<file path="src/icu_cfg_pkg.sv">
`default_nettype none
package icu_cfg_pkg;

	// register byte offsets on the APB
	localparam logic [7:0] OFF_DECIM     = 8'h00;
	localparam logic [7:0] OFF_DESC      = 8'h04;
	localparam logic [7:0] OFF_CODEC     = 8'h08;
	localparam logic [7:0] OFF_Y2R_A     = 8'h0C;
	localparam logic [7:0] OFF_Y2R_B     = 8'h10;
	localparam logic [7:0] OFF_R2Y_A     = 8'h14;
	localparam logic [7:0] OFF_R2Y_B     = 8'h18;
	localparam logic [7:0] OFF_R2Y_C     = 8'h1C;

	// register indices from the address decoder
	localparam logic [3:0] IDX_DECIM     = 4'h0;
	localparam logic [3:0] IDX_DESC      = 4'h1;
	localparam logic [3:0] IDX_CODEC     = 4'h2;
	localparam logic [3:0] IDX_Y2R_A     = 4'h3;
	localparam logic [3:0] IDX_Y2R_B     = 4'h4;
	localparam logic [3:0] IDX_R2Y_A     = 4'h5;
	localparam logic [3:0] IDX_R2Y_B     = 4'h6;
	localparam logic [3:0] IDX_R2Y_C     = 4'h7;
	localparam logic [3:0] IDX_NONE      = 4'hF;

	// reset values
	localparam logic [7:0]  RST_DECIM    = 8'h10;
	localparam logic [31:0] RST_DESC     = 32'h00000000;
	localparam logic [31:0] RST_CODEC    = 32'h00000000;
	localparam logic [31:0] RST_Y2R_A    = 32'h6832CC95;
	localparam logic [31:0] RST_Y2R_B    = 32'h00007102;
	localparam logic [31:0] RST_R2Y_A    = 32'h01324145;
	localparam logic [31:0] RST_R2Y_B    = 32'h01245E38;
	localparam logic [31:0] RST_R2Y_C    = 32'h01384A4B;

	// writable bits; the rest read as zero
	localparam logic [31:0] MASK_DESC    = 32'hFFFFFFFC;
	localparam logic [31:0] MASK_Y2R_B   = 32'h000071FF;
	localparam logic [31:0] MASK_R2Y     = 32'h01FFFFFF;

	// field positions
	localparam int C4_MSB    = 8;
	localparam int YOFF_BIT  = 12;
	localparam int CROFF_BIT = 13;
	localparam int CBOFF_BIT = 14;
	localparam int COFF_BIT  = 24;

	// decimation and conversion constants
	localparam logic [7:0] DECIM_NONE_MAX = 8'h10;
	localparam logic [9:0] OFF_128        = 10'h080;
	localparam logic [9:0] OFF_16         = 10'h010;
	localparam int         FRAC_BITS      = 9;

endpackage
`default_nettype wire

</file>
<file path="src/icu_cfg_regs.sv">
// Added by the designer: the address map and the APB register port.
`timescale 1ns/1ps
`default_nettype none

module icu_cfg_regs
	import icu_cfg_pkg::*;
#(
	parameter int ADDR_W = 8
) (
	input  wire logic              clk,
	input  wire logic              rst,
	input  wire logic              psel,
	input  wire logic              penable,
	input  wire logic              pwrite,
	input  wire logic [ADDR_W-1:0] paddr,
	input  wire logic [31:0]       pwdata,
	output logic [31:0]            prdata,
	output logic                   pready,
	output logic                   pslverr,
	input  wire logic              curDescValid,
	input  wire logic [31:0]       curDescPtr,
	output logic [7:0]             decimationFactor,
	output logic                   decimationActive,
	output logic [31:0]            previewQueuePointer,
	output logic [31:0]            codecDmaBase,
	input  wire logic              y2rValid,
	input  wire logic [7:0]        yIn,
	input  wire logic [7:0]        cbIn,
	input  wire logic [7:0]        crIn,
	output logic                   rgbValid,
	output logic [7:0]             rOut,
	output logic [7:0]             gOut,
	output logic [7:0]             bOut,
	input  wire logic              r2yValid,
	input  wire logic [7:0]        rIn,
	input  wire logic [7:0]        gIn,
	input  wire logic [7:0]        bIn,
	output logic                   yuvValid,
	output logic [7:0]             yOut,
	output logic [7:0]             cbOut,
	output logic [7:0]             crOut
);

	typedef struct packed {
		logic [7:0]  decim;
		logic [31:0] descPtr;
		logic [31:0] codecBase;
		logic [31:0] y2rA;
		logic [31:0] y2rB;
		logic [31:0] r2yA;
		logic [31:0] r2yB;
		logic [31:0] r2yC;
		logic [31:0] rdData;
		logic        slvErr;
		logic [7:0]  rgbR;
		logic [7:0]  rgbG;
		logic [7:0]  rgbB;
		logic        rgbVld;
		logic [7:0]  yuvY;
		logic [7:0]  yuvCb;
		logic [7:0]  yuvCr;
		logic        yuvVld;
	} icu_state_s;

	icu_state_s st_reg;
	icu_state_s st_next;

	// if-else address decode, shared by the read and write paths
	function automatic logic [3:0] icuRegIndex(input logic [ADDR_W-1:0] a);
		logic [7:0] a8;
		a8 = 8'(a);
		if (ADDR_W > 8 && (a >> 8) != '0)
			return IDX_NONE;
		else if (a8 == OFF_DECIM)
			return IDX_DECIM;
		else if (a8 == OFF_DESC)
			return IDX_DESC;
		else if (a8 == OFF_CODEC)
			return IDX_CODEC;
		else if (a8 == OFF_Y2R_A)
			return IDX_Y2R_A;
		else if (a8 == OFF_Y2R_B)
			return IDX_Y2R_B;
		else if (a8 == OFF_R2Y_A)
			return IDX_R2Y_A;
		else if (a8 == OFF_R2Y_B)
			return IDX_R2Y_B;
		else if (a8 == OFF_R2Y_C)
			return IDX_R2Y_C;
		else
			return IDX_NONE;
	endfunction

	// coefficient times signed sample, scaled up to 1/512 units
	function automatic logic signed [23:0] icuTerm(
		input logic [8:0]        coef,
		input logic signed [9:0] x,
		input logic [1:0]        up
	);
		logic signed [23:0] p;
		p = $signed({15'h0000, coef}) * $signed({{14{x[9]}}, x});
		return p <<< up;
	endfunction

	// round half up from 1/512 units, then clip to 0..255
	function automatic logic [7:0] icuClip(input logic signed [23:0] acc);
		logic signed [23:0] r;
		r = (acc + 24'sh000100) >>> FRAC_BITS;
		if (r < 0)
			return 8'h00;
		else if (r > 24'sh0000FF)
			return 8'hFF;
		else
			return r[7:0];
	endfunction

	// unsigned pixel less an optional offset, as signed 10 bits
	function automatic logic signed [9:0] icuSub(
		input logic [7:0] v,
		input logic       en,
		input logic [9:0] off
	);
		return $signed({2'b00, v} - (en ? off : 10'h000));
	endfunction

	// an optional output offset in 1/512 units
	function automatic logic signed [23:0] icuOff(
		input logic       en,
		input logic [9:0] off
	);
		return en ? $signed({5'h00, off, 9'h000}) : 24'sh000000;
	endfunction

	logic [3:0]         regIdx;
	logic               wrStrobe;
	logic signed [9:0]  yS;
	logic signed [9:0]  crS;
	logic signed [9:0]  cbS;
	logic signed [9:0]  rS;
	logic signed [9:0]  gS;
	logic signed [9:0]  bS;
	logic signed [23:0] yTerm;

	assign regIdx   = icuRegIndex(paddr);
	// zero wait states: access phase always completes at once
	assign pready   = psel & penable;
	assign wrStrobe = psel & penable & pwrite;

	// conversion inputs with selected offsets removed
	always_comb begin
		yS  = icuSub(yIn, st_reg.y2rB[YOFF_BIT], OFF_128);
		crS = icuSub(crIn, st_reg.y2rB[CROFF_BIT], OFF_16);
		cbS = icuSub(cbIn, st_reg.y2rB[CBOFF_BIT], OFF_16);
		rS  = icuSub(rIn, 1'b0, OFF_16);
		gS  = icuSub(gIn, 1'b0, OFF_16);
		bS  = icuSub(bIn, 1'b0, OFF_16);
		yTerm = icuTerm({1'b0, st_reg.y2rA[7:0]}, yS, 2'd2);
	end

	// next-state: bus writes, pointer tracking, read data, converters
	always_comb begin
		st_next = st_reg;
		// datapath moving to a new buffer updates the pointer
		if (curDescValid)
			st_next.descPtr = curDescPtr & MASK_DESC;
		// a bus write wins over a same-cycle datapath update
		if (wrStrobe) begin
			case (regIdx)
				IDX_DECIM: st_next.decim = pwdata[7:0];
				IDX_DESC:  st_next.descPtr = pwdata & MASK_DESC;
				IDX_CODEC: st_next.codecBase = pwdata;
				IDX_Y2R_A: st_next.y2rA = pwdata;
				IDX_Y2R_B: st_next.y2rB = pwdata & MASK_Y2R_B;
				IDX_R2Y_A: st_next.r2yA = pwdata & MASK_R2Y;
				IDX_R2Y_B: st_next.r2yB = pwdata & MASK_R2Y;
				IDX_R2Y_C: st_next.r2yC = pwdata & MASK_R2Y;
				default: ;
			endcase
		end
		// read data and error captured in the setup cycle
		if (psel && !penable) begin
			st_next.slvErr = (regIdx == IDX_NONE);
			case (regIdx)
				IDX_DECIM: st_next.rdData = {24'h000000, st_reg.decim};
				IDX_DESC:  st_next.rdData = st_reg.descPtr;
				IDX_CODEC: st_next.rdData = st_reg.codecBase;
				IDX_Y2R_A: st_next.rdData = st_reg.y2rA;
				IDX_Y2R_B: st_next.rdData = st_reg.y2rB;
				IDX_R2Y_A: st_next.rdData = st_reg.r2yA;
				IDX_R2Y_B: st_next.rdData = st_reg.r2yB;
				IDX_R2Y_C: st_next.rdData = st_reg.r2yC;
				default:   st_next.rdData = 32'h00000000;
			endcase
		end
		// YCbCr to RGB, coefficients in 1/128 steps
		st_next.rgbVld = y2rValid;
		if (y2rValid) begin
			st_next.rgbR = icuClip(yTerm
				+ icuTerm({1'b0, st_reg.y2rA[15:8]}, crS, 2'd2));
			st_next.rgbG = icuClip(yTerm
				- icuTerm({1'b0, st_reg.y2rA[23:16]}, crS, 2'd2)
				- icuTerm({1'b0, st_reg.y2rA[31:24]}, cbS, 2'd2));
			st_next.rgbB = icuClip(yTerm
				+ icuTerm(st_reg.y2rB[C4_MSB:0], cbS, 2'd2));
		end
		// RGB to YCbCr; shift brings each step to 1/512
		st_next.yuvVld = r2yValid;
		if (r2yValid) begin
			st_next.yuvY = icuClip(
				icuTerm({1'b0, st_reg.r2yA[7:0]}, rS, 2'd1)
				+ icuTerm({1'b0, st_reg.r2yA[15:8]}, gS, 2'd2)
				+ icuTerm({1'b0, st_reg.r2yA[23:16]}, bS, 2'd0)
				+ icuOff(st_reg.r2yA[COFF_BIT], OFF_16));
			st_next.yuvCr = icuClip(
				icuTerm({1'b0, st_reg.r2yB[7:0]}, rS, 2'd2)
				- icuTerm({1'b0, st_reg.r2yB[15:8]}, gS, 2'd1)
				- icuTerm({1'b0, st_reg.r2yB[23:16]}, bS, 2'd0)
				+ icuOff(st_reg.r2yB[COFF_BIT], OFF_128));
			// third set: bits 7:0 weigh red, 15:8 green, 23:16 blue
			st_next.yuvCb = icuClip(
				icuTerm({1'b0, st_reg.r2yC[23:16]}, bS, 2'd2)
				- icuTerm({1'b0, st_reg.r2yC[7:0]}, rS, 2'd0)
				- icuTerm({1'b0, st_reg.r2yC[15:8]}, gS, 2'd1)
				+ icuOff(st_reg.r2yC[COFF_BIT], OFF_128));
		end
	end

	// the single state register
	always_ff @(posedge clk) begin
		if (rst) begin
			st_reg           <= '0;
			st_reg.decim     <= RST_DECIM;
			st_reg.descPtr   <= RST_DESC;
			st_reg.codecBase <= RST_CODEC;
			st_reg.y2rA      <= RST_Y2R_A;
			st_reg.y2rB      <= RST_Y2R_B;
			st_reg.r2yA      <= RST_R2Y_A;
			st_reg.r2yB      <= RST_R2Y_B;
			st_reg.r2yC      <= RST_R2Y_C;
		end else begin
			st_reg <= st_next;
		end
	end

	// outputs from the state register; pslverr is gated by pready
	assign prdata              = st_reg.rdData;
	assign pslverr             = pready & st_reg.slvErr;
	assign decimationFactor    = st_reg.decim;
	// factors up to 16 leave the preview path undecimated
	assign decimationActive    = st_reg.decim > DECIM_NONE_MAX;
	assign previewQueuePointer = st_reg.descPtr;
	assign codecDmaBase        = st_reg.codecBase;
	assign rgbValid            = st_reg.rgbVld;
	assign rOut                = st_reg.rgbR;
	assign gOut                = st_reg.rgbG;
	assign bOut                = st_reg.rgbB;
	assign yuvValid            = st_reg.yuvVld;
	assign yOut                = st_reg.yuvY;
	assign cbOut               = st_reg.yuvCb;
	assign crOut               = st_reg.yuvCr;
endmodule
`default_nettype wire

</file>
<file path="config.mk">
export PLATFORM = sky130hd
export DESIGN_NAME = icu_cfg_regs
export DESIGN_NICKNAME = d
export VERILOG_FILES = /design/src/icu_cfg_pkg.sv /design/src/icu_cfg_regs.sv
export SDC_FILE = /design/constraint.sdc
export NUM_CORES = 2
export LEC_CHECK = 0
export BUFFER_PORTS_ARGS = -buffer_cell sky130_fd_sc_hd__buf_2
export CAP_MARGIN = 20
export CORE_AREA = 8 8 362 364
export CTS_BUF_LIST = sky130_fd_sc_hd__clkbuf_4 sky130_fd_sc_hd__clkbuf_8 sky130_fd_sc_hd__clkbuf_16
export CTS_CLUSTER_SIZE = 10
export DETAILED_ROUTE_END_ITERATION = 8
export DIE_AREA = 0 0 370 372
export GPL_TIMING_DRIVEN = 1
export HOLD_SLACK_MARGIN = 0.05
export PLACE_DENSITY = 0.63
export SETUP_SLACK_MARGIN = 0.3
export SYNTH_ARGS = -nofsm -noshare
export SYNTH_HDL_FRONTEND = slang
export SYNTH_SLANG_ARGS = --single-unit
</file>
<file path="constraint.sdc">
create_clock -name clk -period 14.34 [get_ports clk]
set_clock_uncertainty 0.15 [all_clocks]
set_input_delay 0.717 -clock clk [delete_from_list [all_inputs] [get_ports clk]]
set_output_delay 0.717 -clock clk [all_outputs]
set_load 0.01 [all_outputs]
</file>
==> results.md <==
- Number of enable flip-flop cells after synthesis: 0
- Synthesized area: 0.04971 mm2
- Status: complete, no violations
- Syn Nets: ~7400
- Finish-stage setup viols: 0
- Slowest-stage cell, CP: dfxtp_1
- Starting Density: 39.79%
- GRT Util Overall: a little over a fifth
- Cells resized by post-CTS repair: 0
- Seq/Total Area, Yosys: 11.04%
- HP Class: input port to flop
- Most used DFF post-synth: dfxtp_1
- Clock Latency Late Sink: 610 ps
- Post-route ant nets: 0
- Clk sinks: 274
- Clock Pin Slew Worst Setup and Hold Paths: 60 ps
- Power per Cell Area: 173.5 mW/mm2
- Fin. max-slew vios: 0
- Nets: 7369
- Number of antenna violations at the first check in global routing: 20
- Io pins: 285
- Peak Freq: 108.0 MHz
- Wirelength per Cell: slightly below 20 um
- Routed wire length: 145300 um
- Delay of the slowest critical-path stage: 660 ps
- Clk root buf: clkbuf_16
- Register bit total from synthesis: ~270
- TritonRoute pass-1 iters: 5
- Core Util, Final: 42.01%
- Final Hold Slack: ~250 ps
- YS warnings: 0
- DP Area: 0.05135 mm2
- RSZ-0062 raised after global routing: false
- Post-Synthesis Cells: 5900
- Chip width: 370 um
- Cell area after layout: 0.05247 mm2
- Largest register FFs: 120
- Async set or reset register ratio after synthesis: 0%
- GP Congestion: around 0.93
- Via count: 39440
- Setup CP Type: flop to flop
- Top cells by area, synth: fa_1 24%, ha_1 20%, dfxtp_1 11%, inv_1 6.7%, nand2_1 6.5%
- Yosys cell types: 89
- Largest net degree at the start of global routing: 78
- Rel. slew slack: 24.38%
- Clock Path Buffers: 3
- Critical path peak fanout: 10
- Worst vdd ir: 0.2504 mV
- Share of the synthesized area in the top cell type: about 24%
- Fillers: 12530
- # hold bufs at CTS: 0
- Initial drt markers: 2400
- Share of layout cells above drive strength 1: 7.910%
- CP required: 14690 ps
- Setup TNS: 0 ps
- Max-capacitance violation count: 0
- I/O Buffers: 282
- DR vias/cell: 5.247
- DRC viols: 0
- Area of the core: 0.1249 mm2
- Top cell by count, worst path: fa_1
- Top cell type by total area after synthesis: fa_1
- Grt ovf: 0
- Rows: 130
- Final hold vios: 0
- CTS H-tree depth: 2
- Setup Fix Bufs, Post-CTS: 0
- First-pass GRT wire length: ~230000 um
- Crit path time final: ~9000 ps
- CTS tree: yes
- Die ar.: 0.1376 mm2
- Vias in the first global route: around 41000
- Final Cycle Share: 64.56%
- DPL Wire Length: 119300 um
- Die Y: 372 um
- Worst Setup End Kind: flop
- Worst-Margin Slew: 1132 ps
- Startpoint Class: flop
- Area Growth Syn to Fin: 5.568%
- CTS buffer count: 37
- Pleak: between 20 and 30 nW
- Mean post-synth cell area: 8.425 um2
- Arr. time, crit path: about 9600 ps
## final cells by class
cell class                 instances  area [um2]  area share, %
multi-input combinational       4308       38720          73.79
sequential                       274        5485          10.45
inverter                         892        3348          6.381
tap                             1650        2064          3.934
timing repair buffer             324        1739          3.314
clock buffer                      46        1018          1.941
clock inverter                     9       65.06         0.1240
antenna                           13       32.53        0.06199
## synth_stat cells (5+ instances only)
library cell,count
o21a_1,39
o31a_1,18
nand4_1,15
a31oi_1,6
o211ai_1,12
buf_2,18
nor3_1,59
a21o_1,58
a21oi_1,243
o21ai_0,84
or2_2,22
o21bai_1,23
a21boi_0,15
mux4_2,12
ha_1,800
buf_4,155
a22oi_1,67
dfxtp_1,274
o41ai_1,25
nor2b_1,68
a22o_1,6
buf_1,13
nand2b_1,61
nand2_1,856
xnor2_1,141
and3_1,17
a31o_2,6
o31ai_1,5
clkbuf_1,239
o211a_1,9
and2_1,400
a221oi_1,13
xor2_1,81
mux2i_1,34
a221o_1,7
or3_1,15
nand3_1,81
fa_1,604
o21ai_1,6
a211oi_1,48
nor2_1,265
inv_1,891
a311oi_1,18
## path summary, 6_finish.rpt
check	startpoint	to	slack (ps)	depth (start not counted)
max	st_reg[99]	cbOut[0]	5080	29
min	pwdata[26]	codecDmaBase[26]	250	3
max reg2reg	st_reg[99]	cbOut[0]	5080	29
min reg2reg	bOut[7]	bOut[7]	310	2
## power by group
part	switching, mW	internal [mW]
Combinational	4.19	3.20
Clock	0.370	0.499
Sequential	0.0304	0.820
Total	4.59	4.52
## worst max-delay path, delay by kind of cell, from the launching register on
family	cells	cell delay (ps)
adder cells (fa/ha/maj)	12	5000
AO/OA/AOI/OAI	7	1700
flip-flops	1	660
AND/OR/NAND/NOR	3	630
multiplexers	1	480
buffers and inverters	5	300
XOR/XNOR	1	250
## placed cells by master (no fill, tap or decap), types with 25 or more instances in the layout
master and count:
ha_1 800, nand2b_1 61, mux2i_1 34, nor2b_1 67
dfxtp_1 274, clkbuf_16 37, nor3_1 56, o21a_1 39
a21oi_1 243, inv_1 891, o21ai_0 84, a211oi_1 48
a21o_1 58, xnor2_1 141, and2_1 400, nor2_1 263
buf_4 41, a22oi_1 67, buf_2 281, o41ai_1 25
nand3_1 81, nand2_1 853, fa_1 604, xor2_1 81
## metal layers
layer	wire length, um	part of all wire, %	GRT usage (%)
met5	80	0.055	0
met4	5779	4.0	7.394
met3	11480	7.9	4.725
met2	67000	46	35.64
met1	61000	42	26.69
## metrics by stage
| step | power [mW] | setup WS (ps) | cells |
|---|---|---|---|
| 6_report | 9.104 | 5082 | 7516 |
| 5_1_grt | 10.16 | 4531 | 7504 |
| 4_1_cts | 9.121 | 5067 | 7502 |
| 3_5_place_dp | 8.175 | 4643 | 7447 |
| 3_3_place_gp | 8.090 | 4672 | 7447 |
| 2_1_floorplan | 6.677 | 5476 | 5900 |
## logic make-up (layout without fill, tap and decap cells)
group,count (synthesis),count (layout),share of synthesized area (%)
compound gates,751,751,10.23
xor+xnor,222,222,3.912
fa+ha+maj,1404,1404,44.46
buf+inv,1318,1271,11.18
flops,274,274,11.04
mux,51,51,1.347
other cells,0,13,0
simple gates,1880,1880,17.83
(Power assumes the default switching activity.)
